`src/hw/osps_regs.vh`:
```
// constants for the operand access phase scheduler
`ifndef OSPS_REGS_VH
`define OSPS_REGS_VH

// ----------------------------------------------------------------
// timing
// ----------------------------------------------------------------
`define OSPS_CLK_NS 10
`define OSPS_CYCLE_NS 60
`define OSPS_PHASE_NS 30
`define OSPS_PHASE_CYC ((`OSPS_PHASE_NS + `OSPS_CLK_NS - 1) / `OSPS_CLK_NS)

// ----------------------------------------------------------------
// opcode top bits (bits 31..29)
// ----------------------------------------------------------------
`define OSPS_OP_TRI 3'h1
`define OSPS_OP_TWO_A 3'h0
`define OSPS_OP_TWO_B 3'h2
`define OSPS_TOP_PST 2'h3
`define OSPS_TOP_PMA 2'h2
`define OSPS_TOP_HI 2
`define OSPS_TOP_LO 1

// ----------------------------------------------------------------
// instruction classes
// ----------------------------------------------------------------
`define OSPS_CLS_NONE 3'h0
`define OSPS_CLS_TWO 3'h1
`define OSPS_CLS_TRI 3'h2
`define OSPS_CLS_PST 3'h3
`define OSPS_CLS_PDS 3'h4
`define OSPS_CLS_PMA 3'h5

// ----------------------------------------------------------------
// scheduler states
// ----------------------------------------------------------------
`define OSPS_S_IDLE 3'h0
`define OSPS_S_EXEC1 3'h1
`define OSPS_S_EXEC2 3'h2
`define OSPS_S_WAITBUS 3'h3
`define OSPS_S_DUMMY1 3'h4
`define OSPS_S_DUMMY2 3'h5

// ----------------------------------------------------------------
// external store bus cycle counts
// ----------------------------------------------------------------
`define OSPS_ST_NONE 3'h0
`define OSPS_ST_ONE 3'h2
`define OSPS_ST_TWO 3'h4
`define OSPS_ST_HALF 3'h2
`define OSPS_SEL_FIRST 1'b0
`define OSPS_SEL_SECOND 1'b1

`endif

```
`src/hw/osps_phase_gen.v`:
```
// minor phase generator: splits each machine cycle into early and late phase
`timescale 1ns/1ps
module osps_phase_gen
#(
   parameter PHASE_CYC = 3
)
(
   input wire clk,          // core clock
   input wire rst_n,        // async reset, active low
   output wire early_phase, // first minor phase active
   output wire late_phase,  // second minor phase active
   output wire early_start, // first clock of early phase
   output wire late_end     // last clock of late phase
);
   localparam integer PH_I = PHASE_CYC;
   localparam integer LAST_I = 2 * PHASE_CYC - 1;
   localparam [7:0] PH = PH_I[7:0];
   localparam [7:0] LAST = LAST_I[7:0];

   reg [7:0] cnt;

   // ----------------------------------------------------------------
   // phase counter
   // ----------------------------------------------------------------
   always @(posedge clk or negedge rst_n)
   begin
      if (!rst_n)
         cnt <= 8'h00;
      else if (cnt == LAST)
         cnt <= 8'h00;
      else
         cnt <= cnt + 8'h01;
   end

   assign early_phase = (cnt < PH);
   assign late_phase = ~early_phase;
   assign early_start = (cnt == 8'h00);
   assign late_end = (cnt == LAST);
endmodule

```
`src/hw/osps_operand_phase_sched.v`:
```
// operand access phase scheduler: places operand reads and stores in minor phases
`timescale 1ns/1ps
`include "osps_regs.vh"
module osps_operand_phase_sched
#(
   parameter PHASE_CYC = `OSPS_PHASE_CYC
)
(
   input wire clk,                 // core clock
   input wire rst_n,               // async reset, active low
   input wire in_valid,            // read stage offers an instruction
   input wire [2:0] in_op_top,     // opcode bits 31..29
   input wire in_dual_store,       // within class 11: two parallel stores
   input wire in_store,            // two-operand: access is a store
   input wire in_a_mem,            // first operand/destination is memory
   input wire in_a_ext,            // first operand/destination is external
   input wire in_b_mem,            // second operand/destination is memory
   input wire in_b_ext,            // second operand/destination is external
   output wire in_ready,           // instruction taken at late phase end
   output wire pipe_hold,          // hold stages behind current instruction
   output wire op_done,            // last access of instruction latched
   output wire early_phase,        // early minor phase active
   output wire late_phase,         // late minor phase active
   output wire int_rd_en,          // internal read this phase
   output wire int_rd_sel,         // 0 first/third, 1 second/fourth
   output wire int_wr_en,          // internal store this phase
   output wire int_wr_sel,         // 0 first dest, 1 second dest
   output wire ext_rd_en,          // external read bus cycle
   output wire ext_rd_sel,         // operand being read externally
   output wire ext_rd_dummy,       // external read is a dummy read
   output wire ext_rd_latch,       // latch external read data
   output wire ext_wr_en,          // external store bus cycle
   output wire ext_wr_sel,         // destination being stored
   output wire ext_post,           // value posted to port
   output wire primary_bus_strobe  // external bus cycle active
);
   // ----------------------------------------------------------------
   // phase generation
   // ----------------------------------------------------------------
   wire early_start;
   wire late_end;

   osps_phase_gen #(.PHASE_CYC(PHASE_CYC)) u_phase
   (
      .clk(clk),
      .rst_n(rst_n),
      .early_phase(early_phase),
      .late_phase(late_phase),
      .early_start(early_start),
      .late_end(late_end)
   );

   // ----------------------------------------------------------------
   // registers
   // ----------------------------------------------------------------
   reg [2:0] state;
   reg [2:0] next_state;
   reg [2:0] q_cls;
   reg q_store;
   reg q_a_mem;
   reg q_a_ext;
   reg q_b_mem;
   reg q_b_ext;
   reg [2:0] st_cnt;
   reg st_sel;
   reg st_gap;
   reg st_two;
   reg last_single;

   // ----------------------------------------------------------------
   // decode of offered instruction
   // ----------------------------------------------------------------
   reg [2:0] in_cls;

   always @*
   begin
      in_cls = `OSPS_CLS_NONE;
      if (in_op_top[`OSPS_TOP_HI:`OSPS_TOP_LO] == `OSPS_TOP_PST)
         in_cls = in_dual_store ? `OSPS_CLS_PDS : `OSPS_CLS_PST;
      else if (in_op_top[`OSPS_TOP_HI:`OSPS_TOP_LO] == `OSPS_TOP_PMA)
         in_cls = `OSPS_CLS_PMA;
      else if (in_op_top == `OSPS_OP_TRI)
         in_cls = `OSPS_CLS_TRI;
      else if (in_op_top == `OSPS_OP_TWO_A || in_op_top == `OSPS_OP_TWO_B)
         in_cls = `OSPS_CLS_TWO;
   end

   wire take = late_end && in_ready && in_valid;
   wire [2:0] d_cls = take ? in_cls : q_cls;
   wire d_store = take ? in_store : q_store;
   wire d_a_mem = take ? (in_a_mem || in_cls == `OSPS_CLS_PMA) : q_a_mem;
   wire d_a_ext = take ? in_a_ext : q_a_ext;
   wire d_b_mem = take ? (in_b_mem || in_cls == `OSPS_CLS_PMA) : q_b_mem;
   wire d_b_ext = take ? in_b_ext : q_b_ext;
   wire d_ax = d_a_mem && d_a_ext;
   wire d_bx = d_b_mem && d_b_ext;
   wire d_need_bus = d_ax || d_bx;
   wire d_dummy = (d_cls == `OSPS_CLS_TRI) && d_bx && last_single;
   wire d_single = ((d_cls == `OSPS_CLS_TWO) && d_store && d_ax)
                   || ((d_cls == `OSPS_CLS_PST) && d_bx);

   // store engine load values for the offered instruction
   reg [2:0] d_st_cnt;
   reg d_st_sel;
   reg d_st_gap;
   reg d_st_two;

   always @*
   begin
      d_st_cnt = `OSPS_ST_NONE;
      d_st_sel = `OSPS_SEL_FIRST;
      d_st_gap = 1'b0;
      d_st_two = 1'b0;
      case (d_cls)
         `OSPS_CLS_TWO:
         begin
            if (d_store && d_ax)
               d_st_cnt = `OSPS_ST_ONE;
         end
         `OSPS_CLS_PST:
         begin
            if (d_bx)
            begin
               d_st_cnt = `OSPS_ST_ONE;
               d_st_sel = `OSPS_SEL_SECOND;
               d_st_gap = d_ax;
            end
         end
         `OSPS_CLS_PDS:
         begin
            if (d_ax && d_bx)
            begin
               d_st_cnt = `OSPS_ST_TWO;
               d_st_two = 1'b1;
            end
            else if (d_ax)
               d_st_cnt = `OSPS_ST_ONE;
            else if (d_bx)
            begin
               d_st_cnt = `OSPS_ST_ONE;
               d_st_sel = `OSPS_SEL_SECOND;
               d_st_gap = 1'b1;
            end
         end
         default:
         begin
            d_st_cnt = `OSPS_ST_NONE;
         end
      endcase
   end

   // ----------------------------------------------------------------
   // sequencing
   // ----------------------------------------------------------------
   wire q_pair = (q_cls == `OSPS_CLS_TRI || q_cls == `OSPS_CLS_PMA) && q_a_mem && q_b_mem;
   wire two_cycle = q_pair && q_a_ext;
   wire [2:0] st_rem = st_gap ? st_cnt : ((st_cnt == `OSPS_ST_NONE) ? st_cnt : st_cnt - 3'h1);
   wire bus_free = (st_rem == `OSPS_ST_NONE);

   assign in_ready = (state == `OSPS_S_IDLE) || (state == `OSPS_S_EXEC2)
                     || ((state == `OSPS_S_EXEC1) && !two_cycle);
   assign pipe_hold = (state != `OSPS_S_IDLE) && !in_ready;
   assign op_done = late_end && ((state == `OSPS_S_EXEC2)
                    || ((state == `OSPS_S_EXEC1) && !two_cycle));

   always @*
   begin
      next_state = state;
      if (take)
      begin
         if (d_need_bus && !bus_free)
            next_state = `OSPS_S_WAITBUS;
         else if (d_dummy)
            next_state = `OSPS_S_DUMMY1;
         else
            next_state = `OSPS_S_EXEC1;
      end
      else if (late_end)
      begin
         case (state)
            `OSPS_S_EXEC1: next_state = two_cycle ? `OSPS_S_EXEC2 : `OSPS_S_IDLE;
            `OSPS_S_EXEC2: next_state = `OSPS_S_IDLE;
            `OSPS_S_WAITBUS:
            begin
               if (bus_free)
                  next_state = d_dummy ? `OSPS_S_DUMMY1 : `OSPS_S_EXEC1;
            end
            `OSPS_S_DUMMY1: next_state = `OSPS_S_DUMMY2;
            `OSPS_S_DUMMY2: next_state = `OSPS_S_EXEC1;
            default: next_state = `OSPS_S_IDLE;
         endcase
      end
   end

   wire launch = late_end && (next_state == `OSPS_S_EXEC1);

   always @(posedge clk or negedge rst_n)
   begin
      if (!rst_n)
      begin
         state <= `OSPS_S_IDLE;
         q_cls <= `OSPS_CLS_NONE;
         q_store <= 1'b0;
         q_a_mem <= 1'b0;
         q_a_ext <= 1'b0;
         q_b_mem <= 1'b0;
         q_b_ext <= 1'b0;
         last_single <= 1'b0;
      end
      else
      begin
         state <= next_state;
         if (take)
         begin
            q_cls <= in_cls;
            q_store <= in_store;
            q_a_mem <= d_a_mem;
            q_a_ext <= in_a_ext;
            q_b_mem <= d_b_mem;
            q_b_ext <= in_b_ext;
         end
         if (launch)
            last_single <= d_single;
      end
   end

   // ----------------------------------------------------------------
   // external store engine, one bus cycle per machine cycle
   // ----------------------------------------------------------------
   always @(posedge clk or negedge rst_n)
   begin
      if (!rst_n)
      begin
         st_cnt <= `OSPS_ST_NONE;
         st_sel <= `OSPS_SEL_FIRST;
         st_gap <= 1'b0;
         st_two <= 1'b0;
      end
      else if (launch && d_st_cnt != `OSPS_ST_NONE)
      begin
         st_cnt <= d_st_cnt;
         st_sel <= d_st_sel;
         st_gap <= d_st_gap;
         st_two <= d_st_two;
      end
      else if (late_end)
      begin
         if (st_gap)
            st_gap <= 1'b0;
         else if (st_cnt != `OSPS_ST_NONE)
            st_cnt <= st_cnt - 3'h1;
      end
   end

   // ----------------------------------------------------------------
   // per-cycle access plan
   // ----------------------------------------------------------------
   reg ie_en;
   reg ie_sel;
   reg il_en;
   reg il_sel;
   reg xr_en;
   reg xr_sel;
   reg we_en;
   reg wl_en;
   reg we_sel;
   reg dummy;

   always @*
   begin
      ie_en = 1'b0;
      ie_sel = `OSPS_SEL_FIRST;
      il_en = 1'b0;
      il_sel = `OSPS_SEL_FIRST;
      xr_en = 1'b0;
      xr_sel = `OSPS_SEL_FIRST;
      we_en = 1'b0;
      we_sel = `OSPS_SEL_FIRST;
      wl_en = 1'b0;
      dummy = 1'b0;
      case (state)
         `OSPS_S_DUMMY1, `OSPS_S_DUMMY2:
         begin
            xr_en = 1'b1;
            xr_sel = `OSPS_SEL_SECOND;
            dummy = 1'b1;
         end
         `OSPS_S_EXEC1:
         begin
            case (q_cls)
               `OSPS_CLS_TWO:
               begin
                  if (q_a_mem && !q_store)
                  begin
                     xr_en = q_a_ext;
                     il_en = !q_a_ext;
                  end
                  else if (q_a_mem)
                     we_en = !q_a_ext;
               end
               `OSPS_CLS_TRI, `OSPS_CLS_PMA:
               begin
                  if (q_pair && !q_a_ext)
                  begin
                     ie_en = 1'b1;
                     xr_en = q_b_ext;
                     xr_sel = `OSPS_SEL_SECOND;
                     il_en = !q_b_ext;
                     il_sel = `OSPS_SEL_SECOND;
                  end
                  else if (q_pair && (q_b_ext || q_cls == `OSPS_CLS_TRI))
                     xr_en = 1'b1;
                  else if (q_pair)
                  begin
                     il_en = 1'b1;
                     il_sel = `OSPS_SEL_SECOND;
                  end
                  else if (q_a_mem || q_b_mem)
                  begin
                     xr_sel = q_b_mem;
                     il_sel = q_b_mem;
                     xr_en = q_b_mem ? q_b_ext : q_a_ext;
                     il_en = !(q_b_mem ? q_b_ext : q_a_ext);
                  end
               end
               `OSPS_CLS_PST:
               begin
                  xr_en = q_a_mem && q_a_ext;
                  il_en = q_a_mem && !q_a_ext;
                  we_en = !q_b_ext;
                  we_sel = `OSPS_SEL_SECOND;
               end
               `OSPS_CLS_PDS:
               begin
                  we_en = !q_a_ext;
                  wl_en = !q_b_ext;
               end
               default:
               begin
                  we_en = 1'b0;
               end
            endcase
         end
         `OSPS_S_EXEC2:
         begin
            if (q_b_ext)
            begin
               xr_en = 1'b1;
               xr_sel = `OSPS_SEL_SECOND;
            end
            else if (q_cls == `OSPS_CLS_TRI)
            begin
               il_en = 1'b1;
               il_sel = `OSPS_SEL_SECOND;
            end
            else
               xr_en = 1'b1;
         end
         default:
         begin
            dummy = 1'b0;
         end
      endcase
   end

   // ----------------------------------------------------------------
   // outputs; internal accesses, read latch and post phase-qualified
   // ----------------------------------------------------------------
   assign int_rd_en = (ie_en && early_phase) || (il_en && late_phase);
   assign int_rd_sel = early_phase ? ie_sel : il_sel;
   assign int_wr_en = (we_en && early_phase) || (wl_en && late_phase);
   assign int_wr_sel = early_phase ? we_sel : `OSPS_SEL_SECOND;
   assign ext_rd_en = xr_en;
   assign ext_rd_sel = xr_sel;
   assign ext_rd_dummy = dummy;
   assign ext_rd_latch = xr_en && !dummy && late_end;
   assign ext_wr_en = (st_cnt != `OSPS_ST_NONE) && !st_gap;
   assign ext_wr_sel = st_two ? (st_cnt <= `OSPS_ST_HALF) : st_sel;
   assign ext_post = st_gap && (st_cnt != `OSPS_ST_NONE) && late_phase;
   assign primary_bus_strobe = ext_rd_en || ext_wr_en;
endmodule

```
`config.mk`:
```
export PLATFORM = sky130hd
export DESIGN_NAME = osps_operand_phase_sched
export DESIGN_NICKNAME = d
export VERILOG_FILES = /design/src/hw/osps_phase_gen.v /design/src/hw/osps_operand_phase_sched.v
export VERILOG_INCLUDE_DIRS = /design/src /design/src/hw
export SDC_FILE = /design/constraint.sdc
export NUM_CORES = 1
export LEC_CHECK = 0
export ABC_CLOCK_PERIOD_IN_PS = 3200
export BUFFER_PORTS_ARGS = -buffer_cell sky130_fd_sc_hd__buf_2
export CAP_MARGIN = 5
export CORE_ASPECT_RATIO = 0.5
export CORE_MARGIN = 5
export CORE_UTILIZATION = 28
export DETAILED_ROUTE_END_ITERATION = 8
export PLACE_DENSITY = 0.5
export SLEW_MARGIN = 25
export SYNTH_ARGS = -nofsm -noshare
export SYNTH_HDL_FRONTEND = slang
export SYNTH_SLANG_ARGS = --single-unit
```
`constraint.sdc`:
```
create_clock -name clk -period 3.2 [get_ports clk]
set_input_delay 0.48 -clock clk [delete_from_list [all_inputs] [get_ports clk]]
set_output_delay 0.48 -clock clk [all_outputs]
set_load 0.03 [all_outputs]
```
Word-level counts from Yosys, hierarchy flattened
Cells that the tools add are included.

Add/sub/neg operators: 2. Multipliers: 0. Div/mod/pow operators: 0. Magnitude comparators: 2. Eq/ne operators: 22. Shift-type cells: 0. Multiplexer cells: 86. Bitwise operators: 1. Reductions and logical operators: 69.

Operators with widths (count): $mux W1 (53); $mux W3 (16); $logic_and A1 B1 Y1 (34); $eq A3 B2 Y1 const B (7); $eq A3 B3 Y1 const B (6); $eq A3 B1 Y1 const B (5); $pmux W1 S3 (5); $logic_or A1 B1 Y1 (14); $logic_not A3 Y1 (4); $pmux W3 S4 (1); $mux W2 (5); $logic_not A1 Y1 (9); $pmux W3 S3 (1); $reduce_bool A3 Y1 (3); $add A8 B1 Y8 const B (1); $eq A8 B3 Y1 const B (1); $lt A8 B2 Y1 const B (1); $mux W8 (1); $pmux W1 S2 (4); $eq A2 B2 Y1 const B (2); $reduce_bool A2 Y1 (2); $reduce_or A2 Y1 (2); $le A3 B2 Y1 const B (1); $reduce_and A3 Y1 (1); other kinds (3) (3).

Register bits after elaboration: 26. Bits in latches: 0. Memory bits (writable): 0. Bits in read-only memories: 0. Input port bits: 12. Output and inout port bits: 17. Word-level logic and storage cells: 195. Memories: 0.

Depth between registers and ports, before layout
Depth after elaboration: 24. Mapped depth: 18. Depth with buffers taken out: 16.

Modules after synthesis
A second synthesis with hierarchy kept.

Cell total of the unflattened synthesis: 277. Area, all modules: 2202.1 um2.

Modules (own cells, without submodules): osps_operand_phase_sched (times used 1, cells each 232, area each 1750.4 um2); osps_phase_gen (times used 1, cells each 45, area each 451.7 um2).

Worst setup path after synthesis
No wires, ideal clock.

Path kind: flip-flop to flip-flop. Start: register q_cls[2]. End: register st_cnt[0]. Library setup time: 0.121 ns. Data arrival time: 3.404 ns. Data required time: 3.079 ns. Slack: -0.325 ns. Stages on the path, launching flop included: 17. Clock period less this slack: 3.525 ns. Cell sequence: dfrtp_1 -> buf_2 -> or3b_1 -> clkbuf_1 -> a21oi_2 -> a2111o_1 -> clkbuf_1 -> buf_1 -> a31oi_1 -> ha_1 -> inv_1 -> nor2_1 -> o21ai_0 -> nor2_1 -> a31oi_1 -> a31oi_2 -> a22o_1.

Word-level cells in the longest chain between the ends: 24.

Ends and longest elaborated chain: start, declared (RTL line osps_operand_phase_sched.v:58) `reg [2:0] q_cls;`; start signal, assigned (RTL line osps_operand_phase_sched.v:202) `` q_cls <= `OSPS_CLS_NONE; ``; start signal, assigned (RTL line osps_operand_phase_sched.v:215) `q_cls <= in_cls;`; $eq A3 B2 Y1 or $eq A3 B3 Y1 (tied branches); $logic_or A1 B1 Y1 (no source line); $logic_and A1 B1 Y1 (2 in series) (RTL line osps_operand_phase_sched.v:155) `` wire q_pair = (q_cls == `OSPS_CLS_TRI || q_cls == `OSPS_CLS_PMA) && q_a_mem && q_b_mem; ``; $logic_and A1 B1 Y1 (RTL line osps_operand_phase_sched.v:156) `wire two_cycle = q_pair && q_a_ext;`; $logic_not A1 Y1 (RTL line osps_operand_phase_sched.v:161) `` || ((state == `OSPS_S_EXEC1) && !two_cycle); ``; $logic_and A1 B1 Y1 (RTL line osps_operand_phase_sched.v:161); $logic_or A1 B1 Y1 (RTL line osps_operand_phase_sched.v:160) `` assign in_ready = (state == `OSPS_S_IDLE) || (state == `OSPS_S_EXEC2) ``; $logic_and A1 B1 Y1 (2 in series) (RTL line osps_operand_phase_sched.v:88) `wire take = late_end && in_ready && in_valid;`; (+6 left out); $pmux W3 S4 (RTL line osps_operand_phase_sched.v:180) `case (state)`; $mux W3 (RTL line osps_operand_phase_sched.v:178) `else if (late_end)`; $mux W3 (RTL line osps_operand_phase_sched.v:169) `if (take)`; $eq A3 B1 Y1 (no source line); $logic_and A1 B1 Y1 (RTL line osps_operand_phase_sched.v:195) `` wire launch = late_end && (next_state == `OSPS_S_EXEC1); ``; $logic_and A1 B1 Y1 (no source line); $ne A2 B1 Y1 (no source line) or $reduce_bool A2 Y1 (tied branches); $reduce_and A3 Y1 (no source line); end signal, assigned (RTL line osps_operand_phase_sched.v:234) `` st_cnt <= `OSPS_ST_NONE; ``; end signal, assigned (RTL line osps_operand_phase_sched.v:241) `st_cnt <= d_st_cnt;`; end signal, assigned (RTL line osps_operand_phase_sched.v:251) `st_cnt <= st_cnt - 3'h1;`; end, declared (RTL line osps_operand_phase_sched.v:64) `reg [2:0] st_cnt;`.

Several ways; a longest one is shown, not always the timed one. A chain may end at the register's enable or synchronous reset.

Worst setup path after layout
Start: register u_phase.cnt[6]. End: register last_single.

Word-level cells in the longest chain between the ends: 14.

Ends and longest elaborated chain: start, declared (RTL line osps_phase_gen.v:20) `reg [7:0] cnt;`; start signal, assigned (RTL line osps_phase_gen.v:32) `cnt <= cnt + 8'h01;`; $eq A8 B3 Y1 * (RTL line osps_phase_gen.v:38) `assign late_end = (cnt == LAST);`; $logic_and A1 B1 Y1 (2 in series) (RTL line osps_operand_phase_sched.v:88); $mux W3 (tied with other cells); $eq A3 B2 Y1 (no source line) or $logic_and A1 B1 Y1 (tied branches); $logic_and A1 B1 Y1 (2 in series) (RTL line osps_operand_phase_sched.v:98) `` wire d_dummy = (d_cls == `OSPS_CLS_TRI) && d_bx && last_single; ``; $mux W3 (RTL line osps_operand_phase_sched.v:173) `else if (d_dummy)`; $mux W3 (RTL line osps_operand_phase_sched.v:185) `if (bus_free)`; $pmux W3 S4 (RTL line osps_operand_phase_sched.v:180); $mux W3 (RTL line osps_operand_phase_sched.v:178); $mux W3 (RTL line osps_operand_phase_sched.v:169); $eq A3 B1 Y1 (no source line); $logic_and A1 B1 Y1 (RTL line osps_operand_phase_sched.v:195); end signal, assigned (RTL line osps_operand_phase_sched.v:223) `last_single <= d_single;`; end, declared (RTL line osps_operand_phase_sched.v:68) `reg last_single;`.

Every way passes the cells marked *; elsewhere a longest branch is shown, timed or not.

==> out/qor.yml <==
synthArstFlopShare_pct: 100
area_growth_pct: 31.2
r2r_setup_slack_ns: 0.12
ys_seq_area_share_pct: 31.3
synth_area_leaders: "dfrtp_1 31%, nand2_1 6.7%, o21ai_0 5.5%"
yosys_most_used_dff: "dfrtp_1"
total_power_w: 0.00174
path_delay_family: "compound AO/OA/AOI/OAI gates"
final_common_cell: "nand2_1"
port_buffers: 28
vdd_drop_max_uv: 203
rows: 22
slew_viol_final: 0
crit_chain: "or3_1, or2_1, a2111o_1, buf_6, a31oi_4, ha_2, o211ai_1, a221oi_4, buf_4, mux2_2"
crit_fanout: 4
clock-root-buffer: "clkbuf_16"
cp.arrival_ns: 3.23
grt_usage_pct: 12.8
max_freq_mhz: 325
cp_slowest_cell: "or3_1"
cts_inserted_buffers: 3
gp_congestion: 0.823
vias: 2120
min_period_ns: 3.08
rsz0062_at_grt: "yes"
most-common-layout-cells: "37 x nand2_1, 30 x nor2_1, 29 x buf_4, 28 x buf_2, 26 x dfrtp_1"
ys_seq_elements: 26
insertedDiodeCount: 0
synth.cell_area_mm2: 0.00208
cts_tree: "yes"
overflow: 0
drtIter0Drc: 215
detail-route-antenna-nets: 0
yosysWarnings: 0
dp_cells: 405
clockBufferDepth: 2
cp.required_ns: 3.35
finalWirelength_mm: 5.94
grt_pass1_vias: 2036
r2r_start: "u_phase.cnt[6]"
setup_slack_ns: 0.124
drt-wirelength-per-cell_um: 14.3
core-area_mm2: 0.00727
drive_gt1_share_pct: 25.9
start_util_pct: 28.6
cts.clk_slew.worst_paths_ns: 0.07
grt_pass1_wl_mm: 10.0
die_height_um: 70.9
dieArea_mm2: 0.00934
skew_ns: 0.00271
ff2ff_path_depth: 10
antenna_found_initial: 0
synth_top_cell_area_share_pct: 31.3
synth_edf_count: 0
ctsHtreeMaxLevel: 1
instances_no_fill: 416
firstDrtPassIters: 7
clock_sinks: 26
endpoint_kind: "register"
syn_area_per_cell_um2: 7.75
hpwl_mm: 4.58
finalCritPeriodShare_pct: 96.1
insertion_delay_ns: 0.26
leakagePower_nw: 1.23
dieWidth_um: 132
slew_headroom_pct: 58.1
critPathKind: "reg -> reg"
drc: 0
boundaryPins: 29
finalHoldViolations: 0
tightest_slew_ns: 0.628
grt_max_degree: 27
synth_top_cell_by_area: "dfrtp_1"
dp_slack_ns: 0.0183
syn_inst: 268
hold_class: "in -> async"
holdWs_ns: 0.232
setup.worst_path.start_class: "register"
layout.nets: 341
setup-violations-final: 0
r2r-end: "last_single"
status: "completed"
drv_cap: 0
yosysUniqueCellTypes: 54
p_per_area_mw_per_mm2: 637
critical_path.max_stage_delay_ns: 0.39
cp.buffers_inverters: 2
synthesis.nets: 288
vias_per_cell: 5.10
==> power breakdown <==
group	total, W	switching (W)	internal [W]
Combinational	0.000898	0.000555	0.000343
Clock	0.000369	0.000120	0.000249
Sequential	0.000469	0.0000695	0.000399
==> cell families after synthesis <==
family / share of synthesized area, %
buffers and inverters: 5.18
AOI/OAI and AO/OA: 25.3
DFF: 31.3
xor gates and xnor gates: 2.53
and+or+nand+nor: 28.8
adders and majority gates: 4.82
muxes: 2.05
==> registers in the layout, indices dropped and copies added, names as in the netlist, 3 cells and up <==
name,cells
q_cls,3
u_phase.cnt,8
state,3
st_cnt,3
==> metrics by stage <==
step                setup TNS (ns)  util (%)  instance area [um^2]
floorplan                   -0.166         -                  2130
detailed placement               0      34.5                  2500
finish                           0      37.5                  2730
global route                -0.119      37.5                  2730
CTS                       -0.00578      36.2                  2630
global placement                 0      34.5                  2500
==> final cells by class <==
cell class	instances	area (um^2)
well taps	96	120
flip-flops and latches	26	651
inverters	16	60.1
multi-input cells	214	1400
clock inverters	1	30.0
repair buffers	60	392
clock buffers	3	75.1
fillers	768	4540
==> synthesized netlist by cell type, types with 5 or more instances <==
library cell	instances
nand2_1	37
nor2_1	30
dfrtp_1	26
o21ai_0	23
inv_1	15
nand2b_1	12
nand3_1	11
a21oi_1	9
a31oi_1	9
clkbuf_1	9
ha_1	8
nor3_1	8
and3_1	5
==> worst max-delay path by stage <==
stage                         startpoint           to  slack [ns]  cells past startpoint
after global placement    u_phase.cnt[6]    st_cnt[2]        0.07                     14
after global routing      u_phase.cnt[6]    st_cnt[1]       -0.05                     12
after detailed placement  u_phase.cnt[6]    st_cnt[2]        0.02                     14
after CTS                 u_phase.cnt[6]    st_cnt[1]      -0.006                     11
after floorplan           u_phase.cnt[6]    st_cnt[0]       -0.07                     15
final                     u_phase.cnt[6]  last_single        0.12                     10
==> repair_timing <==
action                                  CTS  global route
hold buffers                              0             0
endpoints found under the setup margin    1             6
endpoints found under the hold margin     0             0
setup buffers                             2             5
gates resized for setup                   4            10
cloned                                    0             0
pin swaps                                 6             9
==> per-layer routing <==
| metal | GRT usage, % | vias up | wire length [um] |
|---|---|---|---|
| li1 | - | 1062 | - |
| met1 | 17.7 | 1027 | 2850 |
| met2 | 21.5 | 29 | 2880 |
| met3 | 2.06 | 2 | 170 |
| met4 | 2.62 | 0 | 36 |
| met5 | 0 | - | 0 |
No activity file was read; power rests on OpenSTA's default activity.
